[config.mk]
export PLATFORM = sky130hd
export DESIGN_NAME = pcfg_port
export DESIGN_NICKNAME = d
export VERILOG_FILES = /design/src/include/pcfg_pkg.sv /design/src/design/pcfg_port.sv
export SDC_FILE = /design/constraint.sdc
export NUM_CORES = 1
export LEC_CHECK = 0
export BUFFER_PORTS_ARGS = -buffer_cell sky130_fd_sc_hd__buf_2
export CAP_MARGIN = 5
export CORE_ASPECT_RATIO = 1.4
export CORE_UTILIZATION = 50
export CTS_BUF_LIST = sky130_fd_sc_hd__clkbuf_4
export DETAILED_ROUTE_END_ITERATION = 12
export GPL_TIMING_DRIVEN = 0
export HOLD_SLACK_MARGIN = 0.12
export PLACE_DENSITY = 0.79
export RECOVER_POWER = 50
export SYNTH_ARGS = -nofsm -noshare
export SYNTH_HDL_FRONTEND = slang
export SYNTH_SLANG_ARGS = --single-unit
[constraint.sdc]
create_clock -name clk_i -period 1.7 [get_ports clk_i]
set_input_delay 0.085 -clock clk_i [delete_from_list [all_inputs] [get_ports clk_i]]
set_output_delay 0.085 -clock clk_i [all_outputs]
set_load 0.03 [all_outputs]
[src/include/pcfg_pkg.sv]
/*
 * Constants and carriers for the port configuration and keypad wake block.
 * Assumes a single CPU clock and a plain register port with byte data.
 */
package pcfg_pkg;

    // ****************************************
    // Register offsets
    // ****************************************
    localparam logic [7:0] OFS_P2_MODE = 8'hA4;
    localparam logic [7:0] OFS_P0_SEL_A = 8'h84;
    localparam logic [7:0] OFS_P0_SEL_B = 8'h85;
    localparam logic [7:0] OFS_P1_SEL_A = 8'h91;
    localparam logic [7:0] OFS_P1_SEL_B = 8'h92;
    localparam logic [7:0] OFS_P2_SEL_B = 8'hA5;
    localparam logic [7:0] OFS_P0_LATCH = 8'h80;
    localparam logic [7:0] OFS_P1_LATCH = 8'h90;
    localparam logic [7:0] OFS_P2_LATCH = 8'hA0;
    localparam logic [7:0] OFS_KEY_MASK = 8'h86;
    localparam logic [7:0] OFS_AUX_ONE = 8'hA2;
    localparam logic [7:0] OFS_CORE_CTL = 8'h87;

    // ****************************************
    // Field positions
    // ****************************************
    localparam int P2S_BIT = 7;
    localparam int P1S_BIT = 6;
    localparam int P0S_BIT = 5;
    localparam int CLKOE_BIT = 4;
    localparam int TIMER1_TOGGLE_OUTPUT_ENABLE_BIT = 3;
    localparam int TIMER0_TOGGLE_OUTPUT_ENABLE_BIT = 2;
    localparam int KFLAG_BIT = 1;
    localparam int KEN_BIT = 0;
    localparam int IDLE_BIT = 0;
    localparam int PDOWN_BIT = 1;

    // ****************************************
    // Reset values and timing
    // ****************************************
    localparam logic [7:0] P2_MODE_RST = 8'h00;
    localparam logic [7:0] ZERO_RST = 8'h00;
    localparam logic [7:0] ONES_RST = 8'hFF;
    localparam int CLK_HZ = 40_000_000;
    localparam int STRONG_CLKS = 2;
    localparam int STRONG_CYC = STRONG_CLKS * (CLK_HZ / CLK_HZ);

    typedef enum logic [1:0] {
        PCFG_QUASI = 2'b00,
        PCFG_PUSH = 2'b01,
        PCFG_INPUT = 2'b10,
        PCFG_ODRAIN = 2'b11
    } pcfg_mode_e;

    // Per-pin driver controls
    typedef struct packed {
        logic very_weak_up;
        logic weak_up;
        logic strong_up;
        logic pull_down;
    } pcfg_drv_s;

    // Register port request
    typedef struct packed {
        logic [7:0] addr;
        logic [7:0] wdata;
        logic wr;
        logic rd;
    } pcfg_req_s;

endpackage : pcfg_pkg

[src/design/pcfg_port.sv]
/*
 * Three-port pin configuration with keypad wake.
 * Assumes pins are synchronous to clk_i; wire resolution is outside.
 */
// Function
// - Two bits select pin output mode
// - Quasi very weak pull-up follows latch one
// - Quasi weak pull-up needs latch and pin high
// - Strong pull-up two clocks on rising latch
// - Open drain: no pull-ups, pull-down on zero
// - Push-pull strong up on one, down on zero
// - Input-only drives nothing
// - Quasi-bidirectional is default mode
// - Port 1 bits 2,3 always open drain
// - Port 1 bit 5 input only with internal reset
// - Crystal option disables port 2 bits 0,1
// - Reset level from configuration bit
// - Per-port Schmitt select bits 7,6,5
// - Port 1 bits 2,3,5 always Schmitt
// - Clock output enable, RC or external only
// - Timer toggle outputs toggle on overflow
// - Port 2 bits 1,0 mode from two registers
// - Enabled port 0 low sets keypad flag
// - Keypad raises interrupt and wake
// - Mask bit n enables port 0 bit n
`timescale 1ns/10ps

module pcfg_port #(
    parameter int WIDTH = 8
) (
    // Clock and reset
    input wire logic clk_i,
    input wire logic reset_n_i,
    // Straps
    input wire logic port_reset_high_select_i,
    input wire logic internal_reset_sel_i,
    input wire logic crystal_osc_sel_i,
    input wire logic rc_or_ext_clk_sel_i,
    // Register port
    input wire pcfg_pkg::pcfg_req_s req_i,
    output logic [7:0] rdata_o,
    // Timer events and clock
    input wire logic timer0_overflow_i,
    input wire logic timer1_overflow_i,
    input wire logic cpu_clk_div_i,
    input wire logic keypad_irq_enable_i,
    // Pins: input level and drivers per port
    input wire logic [3*WIDTH-1:0] pin_i,
    output pcfg_pkg::pcfg_drv_s [3*WIDTH-1:0] drv_o,
    output logic [3*WIDTH-1:0] schmitt_o,
    output logic [3*WIDTH-1:0] in_valid_o,
    // Special pin functions
    output logic clock_out_o,
    output logic timer0_toggle_o,
    output logic timer1_toggle_o,
    output logic timer0_toggle_en_o,
    output logic timer1_toggle_en_o,
    // Keypad
    output logic keypad_irq_o,
    output logic wake_o
);

    // ****************************************
    // Registers
    // ****************************************
    logic [7:0] port2_mode_and_misc_enables;
    logic [3*WIDTH-1:0] port_mode_sel_a;
    logic [3*WIDTH-1:0] port_mode_sel_b;
    logic [3*WIDTH-1:0] latch;
    logic [3*WIDTH-1:0] latch_d;
    logic [WIDTH-1:0] keypad_enable_mask;
    logic keypad_event_flag;
    logic keypad_active;
    logic [1:0] power_mode;
    logic [1:0] strong_cnt [3*WIDTH];
    logic tog0;
    logic tog1;
    logic first_cycle;
    logic key_hit;

    function automatic logic [7:0] rd_mux(input logic [7:0] a);
        logic [7:0] r;
        r = pcfg_pkg::ZERO_RST;
        unique case (a)
            pcfg_pkg::OFS_P2_MODE: r = port2_mode_and_misc_enables;
            pcfg_pkg::OFS_P0_SEL_A: r = port_mode_sel_a[7:0];
            pcfg_pkg::OFS_P0_SEL_B: r = port_mode_sel_b[7:0];
            pcfg_pkg::OFS_P1_SEL_A: r = port_mode_sel_a[15:8];
            pcfg_pkg::OFS_P1_SEL_B: r = port_mode_sel_b[15:8];
            pcfg_pkg::OFS_P2_SEL_B: r = port_mode_sel_b[23:16];
            pcfg_pkg::OFS_P0_LATCH: r = pin_i[7:0];
            pcfg_pkg::OFS_P1_LATCH: r = pin_i[15:8];
            pcfg_pkg::OFS_P2_LATCH: r = pin_i[23:16];
            pcfg_pkg::OFS_KEY_MASK: r = keypad_enable_mask;
            pcfg_pkg::OFS_AUX_ONE: begin
                r[pcfg_pkg::KFLAG_BIT] = keypad_event_flag;
                r[pcfg_pkg::KEN_BIT] = keypad_active;
            end
            pcfg_pkg::OFS_CORE_CTL: r[1:0] = power_mode;
            default: r = pcfg_pkg::ZERO_RST;
        endcase
        return r;
    endfunction : rd_mux

    function automatic logic wr_hit(input logic [7:0] a);
        return req_i.wr && (req_i.addr == a);
    endfunction : wr_hit

    // ****************************************
    // Reset strap capture
    // ****************************************
    always_ff @(posedge clk_i) begin
        first_cycle <= !reset_n_i;
    end

    // ****************************************
    // Mode and latch registers
    // ****************************************
    always_ff @(posedge clk_i) begin
        if (!reset_n_i) begin
            port2_mode_and_misc_enables <= pcfg_pkg::P2_MODE_RST;
            port_mode_sel_a <= '0;
            port_mode_sel_b <= '0;
        end else begin
            if (wr_hit(pcfg_pkg::OFS_P2_MODE))
                port2_mode_and_misc_enables <= req_i.wdata;
            if (wr_hit(pcfg_pkg::OFS_P0_SEL_A))
                port_mode_sel_a[7:0] <= req_i.wdata;
            if (wr_hit(pcfg_pkg::OFS_P0_SEL_B))
                port_mode_sel_b[7:0] <= req_i.wdata;
            if (wr_hit(pcfg_pkg::OFS_P1_SEL_A))
                port_mode_sel_a[15:8] <= req_i.wdata;
            if (wr_hit(pcfg_pkg::OFS_P1_SEL_B))
                port_mode_sel_b[15:8] <= req_i.wdata;
            if (wr_hit(pcfg_pkg::OFS_P2_SEL_B))
                port_mode_sel_b[23:16] <= req_i.wdata;
        end
    end

    always_ff @(posedge clk_i) begin
        if (!reset_n_i) begin
            latch <= '0;
        end else if (first_cycle) begin
            latch <= {3*WIDTH{port_reset_high_select_i}};
        end else begin
            if (wr_hit(pcfg_pkg::OFS_P0_LATCH))
                latch[7:0] <= req_i.wdata;
            if (wr_hit(pcfg_pkg::OFS_P1_LATCH))
                latch[15:8] <= req_i.wdata;
            if (wr_hit(pcfg_pkg::OFS_P2_LATCH))
                latch[23:16] <= req_i.wdata;
        end
        latch_d <= latch;
    end

    // ****************************************
    // Keypad flag and power state
    // ****************************************
    assign key_hit = keypad_active &&
        |(keypad_enable_mask & ~pin_i[WIDTH-1:0]);

    always_ff @(posedge clk_i) begin
        if (!reset_n_i) begin
            keypad_enable_mask <= pcfg_pkg::ZERO_RST;
            keypad_active <= 1'b0;
            keypad_event_flag <= 1'b0;
            power_mode <= 2'b00;
        end else begin
            if (wr_hit(pcfg_pkg::OFS_KEY_MASK))
                keypad_enable_mask <= req_i.wdata;
            if (wr_hit(pcfg_pkg::OFS_AUX_ONE))
                keypad_active <= req_i.wdata[pcfg_pkg::KEN_BIT];
            // Set wins over a software clear
            if (key_hit)
                keypad_event_flag <= 1'b1;
            else if (wr_hit(pcfg_pkg::OFS_AUX_ONE))
                keypad_event_flag <=
                    req_i.wdata[pcfg_pkg::KFLAG_BIT];
            if (key_hit || keypad_event_flag)
                power_mode <= 2'b00;
            else if (wr_hit(pcfg_pkg::OFS_CORE_CTL))
                power_mode <= req_i.wdata[1:0];
        end
    end

    assign keypad_irq_o = keypad_event_flag && keypad_irq_enable_i;
    // Wake pulses while the low-power state is still held
    assign wake_o = (key_hit || keypad_event_flag) &&
        (power_mode != 2'b00);

    // ****************************************
    // Read data
    // ****************************************
    always_ff @(posedge clk_i) begin
        if (!reset_n_i)
            rdata_o <= pcfg_pkg::ZERO_RST;
        else if (req_i.rd)
            rdata_o <= rd_mux(req_i.addr);
        else
            rdata_o <= pcfg_pkg::ZERO_RST;
    end

    // ****************************************
    // Timer toggles and clock out
    // ****************************************
    always_ff @(posedge clk_i) begin
        if (!reset_n_i) begin
            tog0 <= 1'b0;
            tog1 <= 1'b0;
        end else begin
            if (timer0_overflow_i)
                tog0 <= !tog0;
            if (timer1_overflow_i)
                tog1 <= !tog1;
        end
    end

    assign timer0_toggle_o = tog0;
    assign timer1_toggle_o = tog1;
    assign timer0_toggle_en_o =
        port2_mode_and_misc_enables[pcfg_pkg::TIMER0_TOGGLE_OUTPUT_ENABLE_BIT];
    assign timer1_toggle_en_o =
        port2_mode_and_misc_enables[pcfg_pkg::TIMER1_TOGGLE_OUTPUT_ENABLE_BIT];
    assign clock_out_o = cpu_clk_div_i && rc_or_ext_clk_sel_i &&
        port2_mode_and_misc_enables[pcfg_pkg::CLKOE_BIT];

    // ****************************************
    // Pin drivers
    // ****************************************
    for (genvar i = 0; i < 3*WIDTH; i++) begin : g_pin
        pcfg_pkg::pcfg_mode_e mode;
        logic fixed_od;
        logic dead;
        logic in_only;

        assign fixed_od = (i == WIDTH + 2) || (i == WIDTH + 3);
        assign in_only = (i == WIDTH + 5);
        assign dead = crystal_osc_sel_i &&
            (i == 2*WIDTH || i == 2*WIDTH + 1);

        always_comb begin
            if (fixed_od)
                mode = pcfg_pkg::PCFG_ODRAIN;
            else if (in_only || dead)
                mode = pcfg_pkg::PCFG_INPUT;
            else if (i >= 2*WIDTH && i < 2*WIDTH + 2)
                mode = pcfg_pkg::pcfg_mode_e'({
                    port2_mode_and_misc_enables[i - 2*WIDTH],
                    port_mode_sel_b[i]});
            else
                mode = pcfg_pkg::pcfg_mode_e'({port_mode_sel_a[i],
                    port_mode_sel_b[i]});
        end

        always_ff @(posedge clk_i) begin
            if (!reset_n_i)
                strong_cnt[i] <= 2'd0;
            else if (latch[i] && !latch_d[i] &&
                     mode == pcfg_pkg::PCFG_QUASI)
                strong_cnt[i] <= 2'(pcfg_pkg::STRONG_CYC);
            else if (strong_cnt[i] != 2'd0)
                strong_cnt[i] <= strong_cnt[i] - 2'd1;
        end

        always_comb begin
            drv_o[i] = '0;
            unique case (mode)
                pcfg_pkg::PCFG_QUASI: begin
                    drv_o[i].very_weak_up = latch[i];
                    drv_o[i].weak_up = latch[i] && pin_i[i];
                    drv_o[i].strong_up = strong_cnt[i] != 2'd0;
                    drv_o[i].pull_down = !latch[i];
                end
                pcfg_pkg::PCFG_PUSH: begin
                    drv_o[i].strong_up = latch[i];
                    drv_o[i].pull_down = !latch[i];
                end
                pcfg_pkg::PCFG_ODRAIN:
                    drv_o[i].pull_down = !latch[i];
                pcfg_pkg::PCFG_INPUT: drv_o[i] = '0;
            endcase
        end

        assign in_valid_o[i] = !dead && !(in_only && !internal_reset_sel_i);
        assign schmitt_o[i] = (fixed_od || in_only) ? 1'b1 :
            port2_mode_and_misc_enables[pcfg_pkg::P0S_BIT + i/WIDTH];
    end

    // ****************************************
    // Checks
    // ****************************************
    a_strong_two_clks: assert property (@(posedge clk_i)
        disable iff (!reset_n_i)
        (strong_cnt[0] == 2'd2) |=> (strong_cnt[0] == 2'd1) ##1
        (strong_cnt[0] == 2'd0))
        else $error("strong pull-up length wrong");
    a_flag_sets: assert property (@(posedge clk_i)
        disable iff (!reset_n_i) key_hit |=> keypad_event_flag)
        else $error("keypad flag not set");
    a_flag_sticky: assert property (@(posedge clk_i)
        disable iff (!reset_n_i)
        keypad_event_flag && !wr_hit(pcfg_pkg::OFS_AUX_ONE)
        |=> keypad_event_flag)
        else $error("keypad flag cleared by itself");
    a_od_no_pullup: assert property (@(posedge clk_i)
        disable iff (!reset_n_i)
        !drv_o[WIDTH+2].weak_up && !drv_o[WIDTH+2].strong_up &&
        drv_o[WIDTH+2].pull_down == !latch[WIDTH+2])
        else $error("fixed open drain pin pulls up");
    a_quasi_weak: assert property (@(posedge clk_i)
        disable iff (!reset_n_i)
        drv_o[0].weak_up |-> latch[0] && pin_i[0])
        else $error("weak pull-up without latch and pin");
    a_schmitt_fixed: assert property (@(posedge clk_i)
        disable iff (!reset_n_i) schmitt_o[WIDTH+5] && schmitt_o[WIDTH+3])
        else $error("fixed pin lost schmitt input");
    a_irq_follows: assert property (@(posedge clk_i)
        disable iff (!reset_n_i)
        keypad_irq_o == (keypad_event_flag && keypad_irq_enable_i))
        else $error("keypad interrupt mismatch");
    a_crystal_dead: assert property (@(posedge clk_i)
        disable iff (!reset_n_i)
        crystal_osc_sel_i |-> drv_o[2*WIDTH] == '0 &&
        !in_valid_o[2*WIDTH+1])
        else $error("crystal pin still active");

endmodule : pcfg_port

# ---- Word-level counts from Yosys, hierarchy flattened
# Memories as Yosys holds them, arrays and structs flattened.
# Cells that the tools add are included.
dict set report classes {
  addsub 24
  mul 0
  div 0
  magnitude_cmp 0
  eq_ne 57
  n_shift 0
  muxes 275
  n_bitwise 48
  reduce_logical 203
}
# cell count
set op_table {}
lappend op_table {{$mux W1} 165}
lappend op_table {{$mux W2} 68}
lappend op_table {{$eq A8 B8 Y1 const B} 12}
lappend op_table {{$logic_and A1 B1 Y1} 80}
lappend op_table {{$pmux W1 S2} 36}
lappend op_table {{$eq A2 B2 Y1 const B} 30}
lappend op_table {{$pmux W6 S10} 1}
lappend op_table {{$reduce_bool A2 Y1} 29}
lappend op_table {{$logic_not A1 Y1} 48}
lappend op_table {{$sub A2 B1 Y2 const B} 24}
lappend op_table {{$or A1 B1 Y1} 45}
lappend op_table {{$reduce_or A3 Y1} 15}
lappend op_table {{$logic_not A2 Y1} 21}
lappend op_table {{$eq A2 B1 Y1 const B} 15}
lappend op_table {{$mux W24} 1}
lappend op_table {{$mux W8} 3}
lappend op_table {{$pmux W2 S12} 1}
lappend op_table {{$reduce_or A2 Y1} 7}
lappend op_table {{$and A8 B8 Y8} 1}
lappend op_table {{$not A8 Y8} 1}
lappend op_table {{$reduce_or A8 Y1} 1}
lappend op_table {{$reduce_and A2 Y1} 1}
lappend op_table {{$logic_or A1 B1 Y1} 1}
lappend op_table {{$not A1 Y1} 1}
dict set report totals {
  reg_bits 119
  latch_bits 0
  ram_bits 48
  romBits 0
  input_bits 52
  out_inout_bits 159
  word_cells 626
  mem_count 1
}
# memory depth word_bits rd rd_ports_with_merged_regs write_ports line_no
set mem_list {}
lappend mem_list {strong_cnt 24 2 24 0 24 pcfg_port.sv:75} ;# logic [1:0] strong_cnt [3*WIDTH];

# ---- Longest topological paths before layout
# Gate-level depths: netlist of the first run.
dict set report logic_depth {
  word_depth 8
  depth_mapped 7
  ltp_nobuf 5
}

# ---- Worst setup path after synthesis of the first run
# OpenSTA, ideal clock, no wires.
dict set report synth_timing {
  path_kind {input -> register}
  from {input req_i[12] (netlist bit)}
  to {register port2_mode_and_misc_enables[0]}
  setup_time_ns 0.128
  t_arrival_ns 1.552
  path_slack_ns 0.020
  cell_stages 6
  n_path_buf 2
  cell_sequence {clkbuf_1 -> nor4b_1 -> buf_2 -> nand3_1 -> mux2i_1 -> nor2_1}
}
dict set report synth_via {
  elab_chain_cells 2
}
# element line_no
set synth_rtl {}
lappend synth_rtl {{from (decl)} pcfg_port.sv:40} ;# input wire pcfg_pkg::pcfg_req_s req_i,
lappend synth_rtl {{$eq A8 B8 Y1} pcfg_port.sv:106} ;# return req_i.wr && (req_i.addr == a);
lappend synth_rtl {{$logic_and A1 B1 Y1} pcfg_port.sv:106}
lappend synth_rtl {{to (signal assigned)} pcfg_port.sv:121} ;# port2_mode_and_misc_enables <= pcfg_pkg::P2_MODE_RST;
lappend synth_rtl {{to (signal assigned)} pcfg_port.sv:126} ;# port2_mode_and_misc_enables <= req_i.wdata;
lappend synth_rtl {{to (decl)} pcfg_port.sv:66} ;# logic [7:0] port2_mode_and_misc_enables;
# No other way between the ends.
# A chain may end at the register's enable or synchronous reset.

# ---- Worst setup path in the final report of the first run
dict set report layout_timing {
  from {register keypad_enable_mask[2]}
  to {output wake_o}
}
dict set report layout_via {
  elab_chain_cells 5
}
# element line_no
set layout_rtl {}
lappend layout_rtl {{from (decl)} pcfg_port.sv:71} ;# logic [WIDTH-1:0] keypad_enable_mask;
lappend layout_rtl {{from (signal assigned)} pcfg_port.sv:164} ;# keypad_enable_mask <= pcfg_pkg::ZERO_RST;
lappend layout_rtl {{from (signal assigned)} pcfg_port.sv:170} ;# keypad_enable_mask <= req_i.wdata;
lappend layout_rtl {{$and A8 B8 Y8} pcfg_port.sv:160} ;# |(keypad_enable_mask & ~pin_i[WIDTH-1:0]);
lappend layout_rtl {{$reduce_or A8 Y1} pcfg_port.sv:160}
lappend layout_rtl {{$logic_and A1 B1 Y1} pcfg_port.sv:159} ;# assign key_hit = keypad_active &&
lappend layout_rtl {{$logic_or A1 B1 Y1} pcfg_port.sv:188} ;# assign wake_o = (key_hit || keypad_event_flag) &&
lappend layout_rtl {{$logic_and A1 B1 Y1} pcfg_port.sv:188}
lappend layout_rtl {{to (decl)} pcfg_port.sv:60} ;# output logic wake_o
# No other way between the ends.

==> results of run 1 <==
[cells by family (layout without fill, tap and decap cells)]
logic type                 count (synthesis)  in the layout  share of synthesized area (%)
buffers and inverters                    208            477                           12.3
and+or+nand+nor                          333            333                           19.0
muxes                                     34             34                           4.14
adders and majority gates                 21             21                           3.17
AOI/OAI and AO/OA                        232            232                           18.0
other                                      2             35                         0.0906
DFF                                      157            157                           43.0
xor gates and xnor gates                   3              3                          0.317
[where the power goes]
group          internal (mW)  leakage, nW  switching [mW]
Sequential              4.58         1.41           0.338
Clock                   1.04        0.163            1.41
Combinational           2.61         3.14            3.15
Total                   8.23         4.71            4.90
[sequential cells by signal, summed over array words and instances (netlist names)]
register / flops
keypad_enable_mask: 8
strong_cnt: 42
port_mode_sel_b: 24
latch: 23
first_cycle: 1
keypad_active: 1
keypad_event_flag: 1
timer1_toggle_o: 1
latch_d: 21
timer0_toggle_o: 1
rdata_o: 8
power_mode: 2
port2_mode_and_misc_enables: 8
port_mode_sel_a: 16
[routing by layer]
| layer | vias to the layer above | wire length, µm |
|---|---|---|
| met1 | 3971 | 9970 |
| met4 | 0 | 1820 |
| met3 | 108 | 2440 |
| met5 | - | 0 |
| met2 | 502 | 14000 |
| li1 | 3953 | - |
[worst max-delay path: stages (launching register included)]
cell and delay, ps:
dfxtp_2 360, inv_2 50, o22ai_2 100, o41ai_4 400, a21oi_2 140, buf_6 160
[Yosys cell counts, types with 3 or more instances]
library cell	count	area, µm²
a211oi_1	26	195
a21oi_1	93	465
a221oi_1	6	52.6
a222oi_1	3	30.0
a22o_1	8	70.1
a22oi_1	9	67.6
a31oi_1	5	31.3
and2_1	12	75.1
and3_1	14	87.6
buf_1	14	52.6
buf_2	6	30.0
buf_4	59	443
clkbuf_1	30	113
dfxtp_1	115	2300
edfxtp_1	42	1260
ha_1	21	263
inv_1	97	364
mux2i_1	32	320
nand2_1	75	282
nand2b_1	11	68.8
nand3_1	51	255
nand3b_1	4	30.0
nor2_1	117	439
nor3_1	29	145
o211ai_1	21	158
o21ai_0	26	130
o22a_1	22	193
o22ai_1	4	25.0
or3_1	3	18.8
xnor2_1	3	26.3
[worst paths after layout]
check                                                            startpoint                     to  cells past startpoint
worst max-delay path                     keypad_enable_mask[2]$_SDFFE_PN0P_                 wake_o                      5
worst min-delay path                                              req_i[16]  rdata_o[7]$_SDFF_PN0_                      4
worst max register to register  port2_mode_and_misc_enables[1]$_SDFFE_PN0P_  rdata_o[1]$_SDFF_PN0_                      6
worst min register to register                       latch[23]$_SDFFE_PN0P_    latch_d[23]$_DFF_P_                      0
[area by class of cell]
type	count	area (µm²)	share of cell area, %
inverter	98	368	3.38
tap	199	249	2.29
clock inverter	14	166	1.53
multi-input combinational	657	4220	38.7
clock buffer	18	135	1.24
sequential	157	3590	33.0
antenna	1	2.50	0.0230
timing repair buffer	237	1500	13.8
buffer	110	653	6.00
[timing repair]
action	in CTS	in global routing
hold buffers	27	0
pin swaps	25	22
cloned	0	0
setup buffers	22	23
setup endpoints to repair	26	78
gates resized for setup	88	99
hold endpoints to repair	83	0
[metrics by stage]
step / area [µm²] / total power [mW] / setup TNS, ps
floorplan: 8410 / 8.01 / 0
global placement: 9480 / 8.93 / -41080
detailed placement: 9480 / 9.04 / -40960
CTS: 10500 / 12.5 / -477
global route: 10900 / 13.9 / -2220
finish: 10900 / 13.1 / -281
==> impl_metrics.py, run 1 <==
metrics = {
    "synth": {
        "synth-edff-count": 42,
        "ys_seq_elements": 157,
        "synth_cell_types": 56,
        "ys_warn_count": 0,
        "synth_cells": 990,
        "synth_ff_type": "dfxtp_1",
        "seq_area_frac_synth_pct": 43.0,
        "syn_area_per_cell_um2": 8.37,
        "async_reset_ff_share_pct": 0,
        "syn-cell-area_mm2": 0.00829,
    },
    "job": {
        "drv_cap": 0,
    },
    "grt": {
        "grt_util_met1_pct": 35.3,
        "antenna_found_initial": 1,
        "grt_pass1_vias": 7661,
        "top_usage_layer": "met2",
        "grt_start_max_net_pins": 17,
        "grtUsageTotal_pct": 31.8,
        "gr-total-overflow": 0,
        "grtUsageMet3_pct": 5.84,
        "grt_first_pass_wirelength_mm": 41.8,
        "use_met2_pct": 54.8,
    },
    "route": {
        "drtIter0Drc": 933,
        "wl_per_cell_um": 18.9,
        "wirelength_mm": 28.2,
        "via_per_inst": 5.72,
        "drc": 0,
        "drtAntennaViolNets": 0,
        "firstDrtPassIters": 7,
        "vias": 8534,
    },
    "floorplanning": {
        "rows": 55,
        "ioPinCount": 211,
        "core_area_mm2": 0.0162,
        "fp.dieW_um": 111,
        "fp.dieArea_mm2": 0.0171,
        "die_y_um": 154,
        "initial_core_util_pct": 51.2,
    },
    "clock_tree": {
        "cts.clk_slew.worst_paths_ps": 130,
        "clk_latency_ps": 590,
        "cts.sinks": 157,
        "cts_buffer_depth": 2,
        "root_buffer": "clkbuf_4",
        "cts_tree": "built",
        "numCtsBuffers": 17,
        "cts_max_level": 4,
    },
    "timing": {
        "finalCritPeriodShare_pct": 110,
        "tightest_slew_ps": 836,
        "hold_viol": 0,
        "fin_crit_ps": 1860,
        "rsz0062_at_grt": "yes",
        "whs_ps": 146,
        "drv_slew": 0,
        "fin_ws_ps": -164,
        "clock.fmax_mhz": 536,
        "finClkSkew_ps": 29.0,
        "maxSlewHeadroom_pct": 43.5,
        "final-setup-viol-count": 6,
    },
    "critical_path": {
        "worstSetupPathType": "reg2out",
        "cp-end-kind": "output pin",
        "ff2ff_setup_slack_ps": 30,
        "critical_path.max_fanout": 3,
        "arrival_ps": 1780,
        "cp.required_ps": 1620,
        "cp-start-kind": "flop",
    },
    "power_and_ir_drop": {
        "power_density_mw_per_mm2": 1210,
        "max-vdd-ir-drop_mv": 1.01,
        "leakagePower_nw": 4.71,
    },
    "placed_design": {
        "place_ws_ps": -842,
        "dp_hpwl_mm": 19.6,
        "gp_congestion": 0.994,
        "portBuffers": 165,
        "place_inst": 1386,
    },
    "cells_and_area": {
        "syn_to_final_growth_pct": 31.3,
        "drive_above_1_share_pct": 31.7,
        "fillers": 1355,
        "fin_cells": 1491,
        "mostFrequentLayoutCells": "buf_2, buf_4, nor2_1",
        "nets": 1351,
        "utilization_pct": 67.3,
        "final_common_cell": "buf_2",
    },
    "status": {
        "status": "finished with violations",
        "violations": "negative setup slack",
    },
    "hold_path": {
        "hold_class": "in2reg",
    },
}
No activity file was read; power rests on OpenSTA's default activity.
==> run 2: changes to the inputs <==
==> constraint.sdc (replaced) <==
create_clock -name clk_i -period 1.7 [get_ports clk_i]
set_input_delay 0.085 -clock clk_i [delete_from_list [all_inputs] [get_ports clk_i]]
set_output_delay 0.085 -clock clk_i [all_outputs]
set_load 0.1 [all_outputs]
==> impl_metrics.py, run 2 (same netlist as run 1, synthesis figures left out) <==
metrics = {
    "cells_and_area": {
        "mostFrequentLayoutCells": "buf_4, nor2_1, dfxtp_1",
        "syn_to_final_growth_pct": 46.7,
        "utilization_pct": 75.2,
        "final_common_cell": "buf_4",
        "largest_register_ffs": 42,
        "fillers": 1091,
        "drive_above_1_share_pct": 39.2,
        "nets": 1360,
        "top_regs": "strong_cnt x42, port_mode_sel_b x24, latch x23",
        "top_register": "strong_cnt",
        "final_cell_area_mm2": 0.0122,
    },
    "timing": {
        "whs_ps": 139,
        "fin_crit_ps": 1950,
        "finalCritPeriodShare_pct": 115,
        "clock.fmax_mhz": 512,
        "finClkSkew_ps": 23.5,
        "tns_ps": -3440,
        "drv_slew": 0,
        "maxSlewHeadroom_pct": 21.4,
        "final-setup-viol-count": 45,
        "fin_ws_ps": -254,
        "hold_viol": 0,
        "rsz0062_at_grt": "yes",
        "tightest_slew_ps": 1180,
    },
    "route": {
        "drtIter0Drc": 910,
        "drc": 0,
        "wirelength_mm": 32.3,
        "via_per_inst": 6.01,
        "firstDrtPassIters": 6,
        "wl_per_cell_um": 21.5,
        "drtAntennaViolNets": 0,
        "vias": 9012,
    },
    "floorplanning": {
        "ioPinCount": 211,
        "rows": 55,
        "core_area_mm2": 0.0162,
        "die_y_um": 154,
        "fp.dieArea_mm2": 0.0171,
        "initial_core_util_pct": 51.2,
        "fp.dieW_um": 111,
    },
    "grt": {
        "grt_start_max_net_pins": 17,
        "gr-total-overflow": 0,
        "grt_pass1_vias": 8352,
        "grtUsageTotal_pct": 33.8,
        "grt_first_pass_wirelength_mm": 44.4,
        "antenna_found_initial": 1,
    },
    "placed_design": {
        "dp_hpwl_mm": 20.0,
        "place_area_mm2": 0.00972,
        "gp_congestion": 0.960,
        "portBuffers": 165,
    },
    "status": {
        "violations": "negative setup slack",
        "status": "finished with violations",
    },
    "power_and_ir_drop": {
        "leakagePower_nw": 4.99,
        "power_density_mw_per_mm2": 1430,
        "max-vdd-ir-drop_mv": 1.42,
    },
    "clock_tree": {
        "numCtsBuffers": 17,
        "cts_buffer_depth": 2,
        "clk_latency_ps": 580,
        "cts_tree": "built",
        "cts.clk_slew.worst_paths_ps": 130,
        "root_buffer": "clkbuf_4",
        "cts_max_level": 4,
        "cts.sinks": 157,
    },
    "critical_path": {
        "cp.required_ps": 1620,
        "critical_path.max_fanout": 3,
        "worstSetupPathType": "reg2out",
        "cp-start-kind": "flop",
        "arrival_ps": 1870,
        "cp-end-kind": "output pin",
    },
    "job": {
        "drv_cap": 0,
    },
    "hold_path": {
        "hold_class": "in2reg",
    },
}
run 2: changes by cell type in the layout (fill, tap and decap cells not counted), sizes merged:
cell	before	now
buf	272	281
clkinvlp	1	8
inv	101	96
clkbuf	66	69
dlygate4sd3	27	24
bufinv	3	1
run 2: critical path, cell delays in order, from the launching register on:
cell and delay (ps):
dfxtp_2 360, inv_2 50, o22ai_2 70, o41ai_2 370, buf_4 200, a21oi_4 80, buf_12 170
run 2: through the flow:
step | std cells | power [mW] | worst slack, ps
6_report | 1500 | 17.4 | -254
5_1_grt | 1500 | 18.1 | -293
4_1_cts | 1468 | 16.4 | -218
3_5_place_dp | 1386 | 11.8 | -828
3_3_place_gp | 1386 | 11.7 | -950
2_1_floorplan | 1022 | 10.8 | -268
run 2: layout make-up:
cell class	instances	area [µm²]	area share [%]
buffer	110	653	5.37
sequential	157	3640	30.0
clock inverter	14	131	1.08
multi-input combinational	657	4540	37.3
inverter	98	398	3.27
timing repair buffer	246	2410	19.8
antenna	1	2.50	0.0206
tap	199	249	2.05
clock buffer	18	135	1.11
run 2: repair_timing:
action,in CTS,in global routing
setup endpoints to repair,126,114
resized for setup,319,183
hold buffers,24,0
pin swaps,38,34
endpoints found under the hold margin,81,0
buffers inserted,26,31
run 2: path summary, 6_finish.rpt:
check                                      from                     to  slack (ps)  depth (start not counted)
max          keypad_enable_mask[2]$_SDFFE_PN0P_                 wake_o        -250                          6
min reg2reg              latch[23]$_SDFFE_PN0P_    latch_d[23]$_DFF_P_         420                          0
min                                   pin_i[12]  rdata_o[4]$_SDFF_PN0_         140                          5
max reg2reg      keypad_event_flag$_SDFFE_PN0P_  rdata_o[1]$_SDFF_PN0_          80                          5
run 2: layer usage:
layer,part of all wire [%],vias up,GRT usage [%]
met2,49,695,58.7
li1,-,3962,-
met1,33,4155,36.2
met5,0,-,0
met3,9.1,200,7.48
met4,8.7,0,24.1
run 2: report_power, final:
group,switching [mW],internal (mW),total [mW],leakage [nW]
combinational,6.31,3.91,10.2,3.41
sequential,0.380,4.56,4.94,1.42
clock,1.50,0.773,2.27,0.152
==> run 3: changes to the inputs <==
--- a/config.mk
+++ b/config.mk
@@ -8,12 +8,12 @@
 export BUFFER_PORTS_ARGS = -buffer_cell sky130_fd_sc_hd__buf_2
 export CAP_MARGIN = 5
 export CORE_ASPECT_RATIO = 1.4
-export CORE_UTILIZATION = 50
+export CORE_UTILIZATION = 55
 export CTS_BUF_LIST = sky130_fd_sc_hd__clkbuf_4
 export DETAILED_ROUTE_END_ITERATION = 12
 export GPL_TIMING_DRIVEN = 0
 export HOLD_SLACK_MARGIN = 0.12
-export PLACE_DENSITY = 0.79
+export PLACE_DENSITY = 0.82
 export RECOVER_POWER = 50
 export SYNTH_ARGS = -nofsm -noshare
 export SYNTH_HDL_FRONTEND = slang
==> constraint.sdc (replaced) <==
create_clock -name clk_i -period 1.9 [get_ports clk_i]
set_input_delay 0.095 -clock clk_i [delete_from_list [all_inputs] [get_ports clk_i]]
set_output_delay 0.095 -clock clk_i [all_outputs]
set_load 0.1 [all_outputs]
==> impl_metrics.py, run 3 (same netlist as run 1, synthesis figures left out) <==
metrics = {
    "status": {
        "violations": "negative setup slack",
        "status": "finished with violations",
    },
    "timing": {
        "hold_viol": 0,
        "maxSlewHeadroom_pct": 3.95,
        "tightest_slew_ps": 1420,
        "drv_slew": 0,
        "rsz0062_at_grt": "yes",
        "final-setup-viol-count": 3,
        "finClkSkew_ps": 24.0,
        "fin_crit_ps": 1950,
        "fin_ws_ps": -48.4,
        "finalCritPeriodShare_pct": 103,
        "clock.fmax_mhz": 513,
    },
    "placed_design": {
        "place_inst": 1376,
        "place_ws_ps": -619,
        "dp_hpwl_mm": 19.8,
        "place_area_mm2": 0.00966,
        "portBuffers": 165,
        "gp_congestion": 1.01,
    },
    "floorplanning": {
        "die_y_um": 147,
        "ioPinCount": 211,
        "fp.dieArea_mm2": 0.0156,
        "initial_core_util_pct": 56.9,
        "fp.dieW_um": 106,
        "rows": 52,
        "core_area_mm2": 0.0146,
    },
    "cells_and_area": {
        "top_register": "strong_cnt",
        "final_common_cell": "buf_2",
        "utilization_pct": 73.7,
        "nets": 1312,
        "syn_to_final_growth_pct": 29.6,
        "top_regs": "strong_cnt x42, port_mode_sel_b x24, latch x23",
        "final_cell_area_mm2": 0.0107,
        "mostFrequentLayoutCells": "buf_2, dfxtp_1, nor2_1",
        "fillers": 1125,
        "largest_register_ffs": 42,
        "drive_above_1_share_pct": 29.7,
        "fin_cells": 1442,
    },
    "grt": {
        "grtUsageTotal_pct": 34.3,
        "antenna_found_initial": 1,
        "grt_first_pass_wirelength_mm": 40.5,
        "grt_pass1_vias": 7552,
        "grt_start_max_net_pins": 17,
        "gr-total-overflow": 0,
    },
    "clock_tree": {
        "cts_buffer_depth": 2,
        "cts.clk_slew.worst_paths_ps": 160,
        "root_buffer": "clkbuf_4",
        "clk_latency_ps": 600,
        "cts_tree": "built",
        "cts_max_level": 4,
        "cts.sinks": 157,
        "numCtsBuffers": 17,
    },
    "route": {
        "via_per_inst": 5.75,
        "firstDrtPassIters": 5,
        "wirelength_mm": 27.4,
        "drc": 0,
        "wl_per_cell_um": 19.0,
        "drtIter0Drc": 646,
        "drtAntennaViolNets": 0,
        "vias": 8291,
    },
    "critical_path": {
        "cp-start-kind": "flop",
        "cp.required_ps": 1800,
        "arrival_ps": 1850,
        "critical_path.max_fanout": 2,
        "cp-end-kind": "output pin",
        "worstSetupPathType": "reg2out",
    },
    "power_and_ir_drop": {
        "max-vdd-ir-drop_mv": 1.07,
        "leakagePower_nw": 4.57,
        "total_power_mw": 13.6,
        "power_density_mw_per_mm2": 1270,
    },
    "job": {
        "drv_cap": 0,
    },
    "hold_path": {
        "hold_class": "in2reg",
    },
}
run 3: cell count changes in the layout (fill, tap and decap cells not counted), sizes merged:
cell / previous run / this run
clkinvlp: 8 / 4
clkinv: 7 / 5
clkbuf: 69 / 79
buf: 281 / 222
inv: 96 / 103
run 3: power breakdown:
part | total (mW) | internal, mW | switching (mW)
logic | 7.28 | 2.27 | 5.00
clock network | 1.98 | 0.667 | 1.31
registers | 4.36 | 4.09 | 0.265
total | 13.6 | 7.03 | 6.58
run 3: final timing paths:
check,start,endpoint,slack (ps),cells past startpoint
max,keypad_enable_mask[0]$_SDFFE_PN0P_,wake_o,-50,5
min,reset_n_i,strong_cnt[5][6]$_SDFFCE_PN0P_,130,3
max reg2reg,keypad_event_flag$_SDFFE_PN0P_,rdata_o[1]$_SDFF_PN0_,240,5
min reg2reg,latch[23]$_SDFFE_PN0P_,latch_d[23]$_DFF_P_,400,0
run 3: critical path, stage by stage (launching register included):
cell     delay, ps
dfxtp_1        340
inv_1          110
o22ai_4         80
o41ai_2        410
a21oi_2        130
buf_12         190
run 3: layer usage:
metal	up-vias	track usage, %	wire length, µm	share of wire, %
met4	0	20.9	1680	6.1
met1	3857	39.4	10000	37
met3	111	5.63	1980	7.2
met2	460	59.3	13700	50
met5	-	0	0	0
li1	3863	-	-	-
run 3: timing repair:
action / CTS / global route
setup buffers: 2 / 7
hold endpoints to repair: 79 / 0
endpoints found under the setup margin: 32 / 56
hold buffers: 24 / 0
pin swaps: 3 / 12
resized for setup: 48 / 110
run 3: through the flow:
stage / setup TNS [ps] / hold slack (ps)
floorplan: -155 / 232
global placement: -24390 / 331
detailed placement: -23920 / 351
CTS: -82.9 / 120
global route: -574 / 153
finish: -89.4 / 133
run 3: area by class of cell:
type	count	area, µm²	area share, %
Multi-Input combinational cell	657	4200	39.1
Clock inverter	15	136	1.27
Antenna cell	1	2.50	0.0233
Sequential cell	157	3580	33.4
Tap cell	189	236	2.20
Inverter	98	370	3.45
Timing Repair Buffer	198	1430	13.3
Clock buffer	17	128	1.19
Buffer	110	649	6.05
